<file path="src/include/rel_pkg.sv">
package rel_pkg;
	localparam int NLP          = 4;
	localparam int NBANK        = 2;
	localparam int LP_PER_BANK  = NLP / NBANK;
	localparam int AW           = 32;
	localparam bit LOCAL_SUPP   = 1'b1;
	// Compound code pieces.
	localparam logic [2:0] MEM_TXN_SCRUB = 3'h4;
	localparam logic [3:0] CHAN_UNKNOWN  = 4'hf;
	localparam logic [3:0] REQ_EVICT     = 4'h7;
	localparam logic [3:0] REQ_DATA_RD   = 4'h3;
	localparam logic [3:0] REQ_FETCH     = 4'h5;
	localparam logic [1:0] TT_INSTR      = 2'h0;
	localparam logic [1:0] TT_DATA       = 2'h1;
	localparam logic [1:0] TT_GENERIC    = 2'h2;
	localparam logic [1:0] LVL_0         = 2'h0;
	localparam logic [1:0] LVL_2         = 2'h2;
	localparam logic       FILTER_NORMAL = 1'b0;
	localparam logic [3:0] CACHE_CLASS   = 4'h1;
	localparam int         FILTER_BIT    = 12;
	// Bank status field positions.
	localparam int ST_VALID = 31;
	localparam int ST_LOST  = 30;
	localparam int ST_UNCOR = 29;
	localparam int ST_EN    = 28;
	localparam int ST_XINFO = 27;
	localparam int ST_LOC   = 26;
	localparam int ST_PCC   = 25;
	localparam int ST_SIG   = 24;
	localparam int ST_AR    = 23;
	// Extra-information fields.
	localparam logic [2:0] ADDR_MODE_PHYS = 3'h2;
	localparam int         XI_MODE_LSB    = 6;
	// Global status bits.
	localparam int GS_RPOK  = 0;
	localparam int GS_EPR   = 1;
	localparam int GS_INPRG = 2;
	localparam int GS_LOCAL = 3;
	// Register byte offsets and the reset word.
	localparam logic [7:0] OFS_CTRL     = 8'h00;
	localparam logic [7:0] OFS_IRQ_STAT = 8'h04;
	localparam logic [7:0] OFS_IRQ_MASK = 8'h08;
	localparam logic [7:0] OFS_BANK     = 8'h10;
	localparam logic [7:0] BANK_STRIDE  = 8'h10;
	localparam logic [7:0] OFS_B_STAT   = 8'h00;
	localparam logic [7:0] OFS_B_LOC    = 8'h04;
	localparam logic [7:0] OFS_B_XINFO  = 8'h08;
	localparam logic [7:0] OFS_GSTAT    = 8'h40;
	localparam logic [31:0] RST_WORD    = 32'h0000_0000;
	typedef enum logic [1:0] {
		REL_SCRUB,
		REL_LLC_WB,
		REL_DATA_LOAD,
		REL_FETCH
	} rel_kind_t;
endpackage : rel_pkg
</file>
<file path="src/hw/rel_top.sv">
// The Wishbone register port and the address map are this design's own decisions.
`timescale 1ns/1ps
module rel_top
	import rel_pkg::*;
(
	input  wire logic            clk_i,
	input  wire logic            rst_i,
	input  wire logic            wb_cyc_i,
	input  wire logic            wb_stb_i,
	input  wire logic            wb_we_i,
	input  wire logic [7:0]      wb_adr_i,
	input  wire logic [3:0]      wb_sel_i,
	input  wire logic [31:0]     wb_dat_i,
	output logic      [31:0]     wb_dat_o,
	output logic                 wb_ack_o,
	input  wire logic            err_valid_i,
	input  wire rel_kind_t       err_kind_i,
	input  wire logic [1:0]      err_lp_i,
	input  wire logic [3:0]      err_chan_i,
	input  wire logic            err_chan_known_i,
	input  wire logic [AW-1:0]   err_addr_i,
	input  wire logic [5:0]      err_lsb_i,
	input  wire logic            err_contin_i,
	output logic      [NLP-1:0]  check_exc_o,
	output logic                 irq_o
);
	logic [31:0]    bank_stat_ff [NBANK];
	logic [AW-1:0]  bank_loc_ff  [NBANK];
	logic [31:0]    bank_xinfo_ff[NBANK];
	logic [3:0]     gstat_ff     [NLP];
	logic           local_en_ff;
	logic [3:0]     irq_stat_ff;
	logic [3:0]     irq_mask_ff;
	logic           ack_ff;
	logic [31:0]    dat_ff;
	logic           irq_ff;
	logic           wb_req;
	logic           wb_wr;
	logic           wb_rd;
	logic           optional_cls;
	logic           local_dlv;
	logic [15:0]    nxt_code;
	logic [31:0]    nxt_stat;
	logic [31:0]    nxt_xinfo;
	logic [3:0]     chan;
	logic [0:0]     tgt_bank;
	logic [31:0]    nxt_dat;

	assign wb_req = wb_cyc_i & wb_stb_i & ~ack_ff;
	assign wb_wr  = wb_req & wb_we_i;
	assign wb_rd  = wb_req & ~wb_we_i;

	// Error record composition.
	always_comb begin
		optional_cls = (err_kind_i == REL_SCRUB) || (err_kind_i == REL_LLC_WB);
		local_dlv    = LOCAL_SUPP & local_en_ff & ~optional_cls;
		tgt_bank     = 1'(err_lp_i / 2'(LP_PER_BANK));
		chan         = err_chan_known_i ? err_chan_i : CHAN_UNKNOWN;
		case (err_kind_i)
			REL_SCRUB: begin
				nxt_code = {3'h0, FILTER_NORMAL, 4'h0, 1'b1, MEM_TXN_SCRUB, chan};
			end
			REL_LLC_WB: begin
				nxt_code = {3'h0, FILTER_NORMAL, CACHE_CLASS, REQ_EVICT, TT_GENERIC, LVL_2};
			end
			REL_DATA_LOAD: begin
				nxt_code = {3'h0, FILTER_NORMAL, CACHE_CLASS, REQ_DATA_RD, TT_DATA, LVL_0};
			end
			default: begin
				nxt_code = {3'h0, FILTER_NORMAL, CACHE_CLASS, REQ_FETCH, TT_INSTR, LVL_0};
			end
		endcase
		nxt_stat = {16'h0, nxt_code};
		nxt_stat[ST_VALID] = 1'b1;
		nxt_stat[ST_UNCOR] = 1'b1;
		nxt_stat[ST_EN]    = 1'b1;
		nxt_stat[ST_XINFO] = 1'b1;
		nxt_stat[ST_LOC]   = 1'b1;
		nxt_stat[ST_SIG]   = 1'b1;
		nxt_stat[ST_LOST]  = 1'b0;
		nxt_stat[ST_PCC]   = 1'b0;
		nxt_stat[ST_AR]    = ~optional_cls;
		nxt_xinfo = {23'h0, ADDR_MODE_PHYS, err_lsb_i};
	end

	// One bank per pair of processors; a write to a bank's status word clears that status word only.
	for (genvar b = 0; b < NBANK; b++) begin : g_bank
		logic sel_b;
		assign sel_b = err_valid_i && (tgt_bank == 1'(b));
		always_ff @(posedge clk_i) begin
			if (rst_i) begin
				bank_stat_ff[b]  <= RST_WORD;
				bank_loc_ff[b]   <= RST_WORD;
				bank_xinfo_ff[b] <= RST_WORD;
			end else if (sel_b) begin
				bank_stat_ff[b]  <= nxt_stat;
				bank_loc_ff[b]   <= err_addr_i;
				bank_xinfo_ff[b] <= nxt_xinfo;
			end else if (wb_wr && wb_sel_i[3] &&
			             wb_adr_i == OFS_BANK + 8'(b) * BANK_STRIDE + OFS_B_STAT) begin
				bank_stat_ff[b] <= RST_WORD;
			end
		end
	end

	// Per-processor global status; the in-progress bit drives the exception.
	for (genvar p = 0; p < NLP; p++) begin : g_lp
		logic hit_p;
		logic aff_p;
		assign aff_p = (err_lp_i == 2'(p));
		assign hit_p = err_valid_i && (!local_dlv || aff_p);
		always_ff @(posedge clk_i) begin
			if (rst_i) begin
				gstat_ff[p] <= 4'h0;
			end else if (hit_p) begin
				gstat_ff[p][GS_INPRG] <= 1'b1;
				gstat_ff[p][GS_LOCAL] <= local_dlv;
				if (optional_cls) begin
					gstat_ff[p][GS_RPOK] <= 1'b1;
					gstat_ff[p][GS_EPR]  <= 1'b0;
				end else if (aff_p) begin
					gstat_ff[p][GS_RPOK] <= err_contin_i;
					gstat_ff[p][GS_EPR]  <= 1'b1;
				end else begin
					gstat_ff[p][GS_RPOK] <= 1'b1;
					gstat_ff[p][GS_EPR]  <= 1'b0;
				end
			end else if (wb_wr && wb_sel_i[0] && wb_adr_i == OFS_GSTAT + 8'(p * 4)) begin
				gstat_ff[p] <= wb_dat_i[3:0];
			end
		end
		assign check_exc_o[p] = gstat_ff[p][GS_INPRG];
	end

	always_ff @(posedge clk_i) begin
		if (rst_i) begin
			local_en_ff <= 1'b0;
			irq_mask_ff <= 4'h0;
		end else if (wb_wr && wb_sel_i[0]) begin
			if (wb_adr_i == OFS_CTRL) begin
				local_en_ff <= wb_dat_i[0];
			end else if (wb_adr_i == OFS_IRQ_MASK) begin
				irq_mask_ff <= wb_dat_i[3:0];
			end
		end
	end

	// Sticky event bits per error kind; a read clears them, a new event wins.
	always_ff @(posedge clk_i) begin
		if (rst_i) begin
			irq_stat_ff <= 4'h0;
		end else begin
			irq_stat_ff <= ((wb_rd && wb_adr_i == OFS_IRQ_STAT) ? 4'h0 : irq_stat_ff) |
			               ({3'h0, err_valid_i} << err_kind_i);
		end
	end

	always_ff @(posedge clk_i) begin
		if (rst_i) begin
			irq_ff <= 1'b0;
		end else begin
			irq_ff <= |(irq_stat_ff & irq_mask_ff);
		end
	end
	assign irq_o = irq_ff;

	always_comb begin
		nxt_dat = RST_WORD;
		if (wb_adr_i == OFS_CTRL) begin
			nxt_dat = {31'h0, local_en_ff};
		end else if (wb_adr_i == OFS_IRQ_STAT) begin
			nxt_dat = {28'h0, irq_stat_ff};
		end else if (wb_adr_i == OFS_IRQ_MASK) begin
			nxt_dat = {28'h0, irq_mask_ff};
		end else begin
			for (int b = 0; b < NBANK; b++) begin
				if (wb_adr_i == OFS_BANK + 8'(b) * BANK_STRIDE + OFS_B_STAT) begin
					nxt_dat = bank_stat_ff[b];
				end else if (wb_adr_i == OFS_BANK + 8'(b) * BANK_STRIDE + OFS_B_LOC) begin
					nxt_dat = bank_loc_ff[b];
				end else if (wb_adr_i == OFS_BANK + 8'(b) * BANK_STRIDE + OFS_B_XINFO) begin
					nxt_dat = bank_xinfo_ff[b];
				end
			end
			for (int p = 0; p < NLP; p++) begin
				if (wb_adr_i == OFS_GSTAT + 8'(p * 4)) begin
					nxt_dat = {28'h0, gstat_ff[p]};
				end
			end
		end
	end

	always_ff @(posedge clk_i) begin
		if (rst_i) begin
			ack_ff <= 1'b0;
			dat_ff <= RST_WORD;
		end else begin
			ack_ff <= wb_req;
			dat_ff <= wb_rd ? nxt_dat : dat_ff;
		end
	end
	assign wb_ack_o = ack_ff;
	assign wb_dat_o = dat_ff;
endmodule : rel_top

</file>
<file path="config.mk">
export PLATFORM = sky130hd
export DESIGN_NAME = rel_top
export DESIGN_NICKNAME = d
export VERILOG_FILES = /design/src/include/rel_pkg.sv /design/src/hw/rel_top.sv
export SDC_FILE = /design/constraint.sdc
export NUM_CORES = 1
export LEC_CHECK = 0
export BUFFER_PORTS_ARGS = -buffer_cell sky130_fd_sc_hd__buf_2
export CORE_MARGIN = 3
export CORE_UTILIZATION = 55
export DETAILED_ROUTE_END_ITERATION = 7
export GPL_TIMING_DRIVEN = 0
export PLACE_DENSITY = 0.79
export SYNTH_ARGS = -nofsm -noshare
export SYNTH_HDL_FRONTEND = slang
export SYNTH_SLANG_ARGS = --single-unit
</file>
<file path="constraint.sdc">
create_clock -name clk_i -period 3.55 [get_ports clk_i]
set_clock_uncertainty 0.2 [all_clocks]
set_input_delay 0.71 -clock clk_i [delete_from_list [all_inputs] [get_ports clk_i]]
set_output_delay 0.71 -clock clk_i [all_outputs]
set_load 0.005 [all_outputs]
</file>
# [Word-level counts from Yosys, hierarchy flattened]
# Memories as Yosys holds them, arrays and structs flattened.
# Index checks and enable logic that the tools add are counted.
# W data, S select, Z words.
[op_classes] mul=0 n_eq_ne=17 bitwise_logic=68 addsub=0 magnitude_cmp=0 shift=1 n_div=0 n_reduce_logical=27 mux=169
[ops] cell="$mux W32" count=15
[ops] cell="$mux W1" count=145
[ops] cell="$mux W16" count=4
[ops] cell="$or A1 B1 Y1" count=56
[ops] cell="$eq A8 B7 Y1 const B" count=4
[ops] cell="$pmux W9 S3" count=1
[ops] cell="$eq A8 B5 Y1 const B" count=3
[ops] cell="$eq A8 B6 Y1 const B" count=3
[ops] cell="$logic_and A1 B1 Y1" count=15
[ops] cell="$mux W7" count=2
[ops] cell="$eq A8 B3 Y1 const B" count=1
[ops] cell="$eq A8 B4 Y1 const B" count=1
[ops] cell="$logic_not A8 Y1" count=1
[ops] cell="$mux W4" count=2
[ops] cell="$eq A2 B2 Y1 const B" count=3
[ops] cell="$and A1 B1 Y1" count=5
[ops] cell="$logic_or A1 B1 Y1" count=5
[ops] cell="$not A1 Y1" count=5
[ops] cell="$and A4 B4 Y4" count=1
[ops] cell="$eq A2 B1 Y1 const B" count=2
[ops] cell="$logic_not A2 Y1" count=2
[ops] cell="$or A4 B4 Y4" count=1
[ops] cell="$reduce_or A4 Y1" count=1
[ops] cell="$shl A1 B2 Y4" count=1
[ops] cell="other kinds (3)" count=3
[word_totals] memories=4 latchBits=0 mem_bits_rw=126 rom_bits=0 elab_cells=292 register_bits=43
[mem_list] name="bank_loc_ff" words=2 word_bits=32 read_ports=2 rd_ports_with_merged_regs=0 write_ports=2 line_no="rel_top.sv:28" text="logic [AW-1:0] bank_loc_ff [NBANK];"
[mem_list] name="bank_stat_ff" words=2 word_bits=16 read_ports=2 rd_ports_with_merged_regs=0 write_ports=2 line_no="rel_top.sv:27" text="logic [31:0] bank_stat_ff [NBANK];"
[mem_list] name="gstat_ff" words=4 word_bits=4 read_ports=4 rd_ports_with_merged_regs=0 write_ports=4 line_no="rel_top.sv:30" text="logic [3:0] gstat_ff [NLP];"
[mem_list] name="bank_xinfo_ff" words=2 word_bits=7 read_ports=2 rd_ports_with_merged_regs=0 write_ports=2 line_no="rel_top.sv:29" text="logic [31:0] bank_xinfo_ff[NBANK];"

# [Longest topological paths before layout]
[logic_depth] depth_word=14 ltp_mapped=8 depth_no_buf=7

# [Worst setup path after synthesis]
# No wires, ideal clock.
[synth_timing] path_type="input port to flip-flop" from="input err_kind_i[0]" to="memory gstat_ff[3][0] (enable)" path_stages=7 n_path_buf=1 path_slack_ns=0.499 arrival_ns=2.555 required_time_ns=3.054 cell_sequence="inv_1 > ha_1 > buf_2 > nor3b_1 > a21boi_0 > nor4b_2 > or3_1"
[synth_rtl] item="start, declared" line_no="rel_top.sv:17" text="input wire rel_kind_t err_kind_i,"
[synth_rtl] item="end, declared" line_no="rel_top.sv:30"

# [Worst setup path after layout]
[layout_timing] from="input wb_adr_i[3]" to="register dat_ff[8] (netlist: wb_dat_o[8])"
[layout_between] elab_chain_len=13
[layout_lines] item="start, declared" line_no="rel_top.sv:11" text="input wire logic [7:0] wb_adr_i,"
[layout_lines] item="$eq A8 B5 Y1" line_no="rel_top.sv:179" text="end else if (wb_adr_i == OFS_BANK + 8'(b) * BANK_STRIDE + OFS_B_LOC) begin"
[layout_lines] item="$mux W32" line_no="rel_top.sv:179"
[layout_lines] item="$mux W32" line_no="rel_top.sv:177" text="if (wb_adr_i == OFS_BANK + 8'(b) * BANK_STRIDE + OFS_B_STAT) begin"
[layout_lines] item="$mux W32" line_no="rel_top.sv:181" text="end else if (wb_adr_i == OFS_BANK + 8'(b) * BANK_STRIDE + OFS_B_XINFO) begin"
[layout_lines] item="$mux W32" line_no="rel_top.sv:179"
[layout_lines] item="$mux W32" line_no="rel_top.sv:177"
[layout_lines] item="$mux W32 (4 in a row)" line_no="rel_top.sv:186" text="if (wb_adr_i == OFS_GSTAT + 8'(p * 4)) begin"
[layout_lines] item="$mux W32" line_no="rel_top.sv:173" text="end else if (wb_adr_i == OFS_IRQ_MASK) begin"
[layout_lines] item="$mux W32" line_no="rel_top.sv:171" text="end else if (wb_adr_i == OFS_IRQ_STAT) begin"
[layout_lines] item="$mux W32 *" line_no="rel_top.sv:169" text="if (wb_adr_i == OFS_CTRL) begin"
[layout_lines] item="end signal, assigned" line_no="rel_top.sv:199" text="dat_ff <= wb_rd ? nxt_dat : dat_ff;"
[layout_lines] item="end, declared" line_no="rel_top.sv:35" text="logic [31:0] dat_ff;"
# Mark *: on every way between the ends. The rest lies on a longest branch, timed or not.
# A chain may end at the register's enable or synchronous reset.

==> results by group <==
Pwr
  – Clock group share of total power: 0.422
  – Tot Pwr: 4.28 mW
  – Leak: 3.55 nW
  – Power per cell area: 479 mW/mm^2
  – Combinational Power Share: 0.082
  – Register share of total power: 0.496
  – Power Internal: 3.26 mW
  – Switch Pwr: 1.02 mW
  – Sw Ratio: 0.239
  – Max VDD drop: 0.000360 V

Routing
  – Remaining DRCs: 0
  – Antenna Nets Post-Route: 0
  – Routed vias: 6,323
  – Iter 0 DRT Violations: 792
  – Final wirelength: 21,700 um
  – Mean routed wirelength per cell: 21.6 um
  – Initial DRT Pass Iterations: 8
  – Via density: 6.30

Clocking
  – Reg clk slew, reported paths: 0.06 ns
  – Hold_buf cts: 0
  – H-tree depth: 4
  – # clock sinks: 157
  – Clock root buffer master: clkbuf_16
  – CTS tree: done
  – Quantity of gates resized following cts: 0
  – Longest Clk Path Bufs: 2
  – Setup Buffers After CTS: 0
  – Cts bufs inserted: 17
  – Clk_lat worst skew: 0.43 ns

STA
  – Slew @ Worst Pin: 1.17 ns
  – RSZ-0062 raised after global routing: no
  – Clock period minus worst slack: 3.13 ns
  – Max Fclk: 0.319 GHz
  – Slew margin rel.: 0.220
  – Setup ws final: 0.416 ns
  – Final setup violation count: 0
  – Fin. Hold Viols: 0
  – Slew Limit Fails: 0
  – Tcrit/Tclk final: 0.883

GRT
  – First-pass GRT wire length: 32,800 um
  – Overflow after GRT: 0
  – All-Layer GR Usage: 0.290
  – Vias in the first global route: 6,064
  – Largest net degree at the start of global routing: 26
  – Initial antenna violation count: 0

Setup path
  – CP startpoint kind: primary input
  – Crit path DAT: 3.30 ns
  – Worst Path Required: 3.72 ns
  – CP Class: in2reg
  – Crit. End Element: register
  – FF-to-FF setup slack: 0.96 ns
  – Max FO, Critical Path: 10
  – FF-to-FF path depth: 5

Synth
  – FF+latch count, synth: 157
  – Synth Area in Simple Gates: 0.197
  – Compound-Gate Fraction of Synth Area: 0.169
  – Syn_area_per_cell: 10.9 um^2
  – Adder-Cell Fraction of Synth Area: 0.00826
  – Post-synthesis mux area share: 0.0185
  – Synth Instances: 692
  – Synth Flop Type: edfxtp_1
  – Total nets after synthesis: 795
  – Main combinational cell family by area after synthesis: simple AND/OR/NAND/NOR gates
  – Asr flop ratio synth: 0
  – Yosys cell types: 66
  – Post-synth EDFFs: 113
  – Register area share after synthesis: 0.564
  – Yosys warns: 0
  – Netlist Area Pre-Place: 0.00758 mm^2
  – Xor-xnor portion of the synthesized cell area: 0

Outcome
  – Run status: finished clean

Finish
  – Layout cells sized above 1: 0.207
  – Number of diodes: 0
  – Area growth syn-to-layout: 18.0%
  – Layout net count: 918

Floorplanning
  – Die area: 0.0152 mm^2
  – Starting density of the core: 0.568
  – Die Span Y: 123 um
  – DIE WIDTH: 123 um
  – Ports: 136
  – Row count: 42
  – Core area: 0.0133 mm^2

Job
  – Max-Cap Viols: 0

Placed design
  – Port Buffers: 102
  – Dpl hpwl: 15,200 um
  – GP Congestion: 0.968
  – Pre-CTS setup slack: -0.443 ns

Hold path
  – HP Class: reg2reg
  – Hold-critical path depth: 2
[power by group through the flow]
stage               sequential (mW)  clock [mW]  combinational [mW]
CTS                            2.12        1.81               0.344
global placement               2.16           0               0.323
floorplan                      2.14           0               0.196
detailed placement             2.16           0               0.340
global route                   2.13        1.89               0.378
finish                         2.12        1.81               0.352
[critical path, cell delays in order]
cell	delay, ns
buf_2	0.11
clkbuf_1	0.26
nor4_2	0.96
a32o_1	0.22
a22oi_1	0.07
a2111oi_0	0.83
a21o_1	0.14
[flip-flops by register name (all words and copies together) (netlist names)]
signal         cells
bank_loc_ff       64
wb_dat_o          32
bank_stat_ff      20
gstat_ff          16
bank_xinfo_ff     14
irq_mask_ff        4
irq_stat_ff        4
irq_o              1
local_en_ff        1
wb_ack_o           1
[synthesized netlist by cell type, types with 3 or more instances]
master,n,area share
a21o_1,15,0.015
a21oi_1,25,0.017
a21oi_2,6,0.0069
a22o_1,25,0.029
a22oi_1,28,0.028
a31oi_1,3,0.0025
a32o_1,3,0.0040
a32oi_1,4,0.0046
and2_1,82,0.068
and3_1,4,0.0033
buf_1,5,0.0025
buf_2,7,0.0046
buf_4,6,0.0059
clkbuf_1,35,0.017
dfxtp_1,44,0.12
edfxtp_1,113,0.45
ha_1,5,0.0083
inv_1,20,0.0099
mux2i_1,14,0.018
nand2_1,29,0.014
nand2b_1,5,0.0041
nand3_1,3,0.0020
nand3b_1,10,0.0099
nand4_1,5,0.0041
nor2_1,67,0.033
nor2b_1,17,0.014
nor3_1,11,0.0073
nor4_1,5,0.0041
nor4b_2,4,0.0079
o21ai_0,29,0.019
o21ai_1,6,0.0040
o2bb2ai_1,4,0.0046
o31a_1,4,0.0046
o31ai_1,4,0.0040
or3_1,5,0.0041
[through the flow]
stage               utilization  hold WS [ns]  cells  TNS (ns)  area (um^2)
floorplan                     -         0.237    692         0         7580
global route              0.670         0.278   1003         0         8940
global placement          0.622         0.233    970     -9.43         8310
finish                    0.670         0.250   1003         0         8940
detailed placement        0.626         0.246    972     -5.07         8360
CTS                       0.670         0.254   1003         0         8940
[final timing paths]
| check | startpoint | end |
|---|---|---|
| max | wb_adr_i[3] | wb_dat_o[8] |
| min | wb_dat_o[31] | wb_dat_o[31] |
| max reg2reg | wb_ack_o | wb_dat_o[18] |
| min reg2reg | wb_dat_o[31] | wb_dat_o[31] |
[logic make-up (layout without fill, tap and decap cells)]
kind of cell,after synthesis,in the layout
adders and majority gates,5,5
AOI/OAI and AO/OA,179,179
muxes,14,14
and+or+nand+nor,262,262
buffers and inverters,75,210
DFF,157,157
[routing by layer]
metal  routed length [um]  up-vias  global-route usage
met1                 8410     3066               0.392
li1                     -     2786                   -
met5                    0        -                   0
met4                  649        0               0.110
met2                10400      402               0.467
met3                 2230       69              0.0567
[area by class of cell]
| class | count | area, um^2 |
|---|---|---|
| Buffer | 55 | 253 |
| Clock buffer | 19 | 443 |
| Clock inverter | 12 | 138 |
| Fill cell | 1048 | 4410 |
| Inverter | 20 | 75.1 |
| Multi-Input combinational cell | 460 | 2980 |
| Sequential cell | 157 | 4270 |
| Tap cell | 176 | 220 |
| Timing Repair Buffer | 104 | 558 |
[placed cells by master (no fill, tap or decap), types with 20 or more instances in the layout]
| cell | n |
|---|---|
| edfxtp_1 | 113 |
| buf_2 | 109 |
| and2_1 | 82 |
| nor2_1 | 67 |
| dfxtp_1 | 44 |
| clkbuf_1 | 36 |
| nand2_1 | 29 |
| o21ai_0 | 29 |
| a22oi_1 | 28 |
| a22o_1 | 25 |
| a21oi_1 | 25 |
| inv_1 | 20 |
Power figures use the tool's default switching activity.
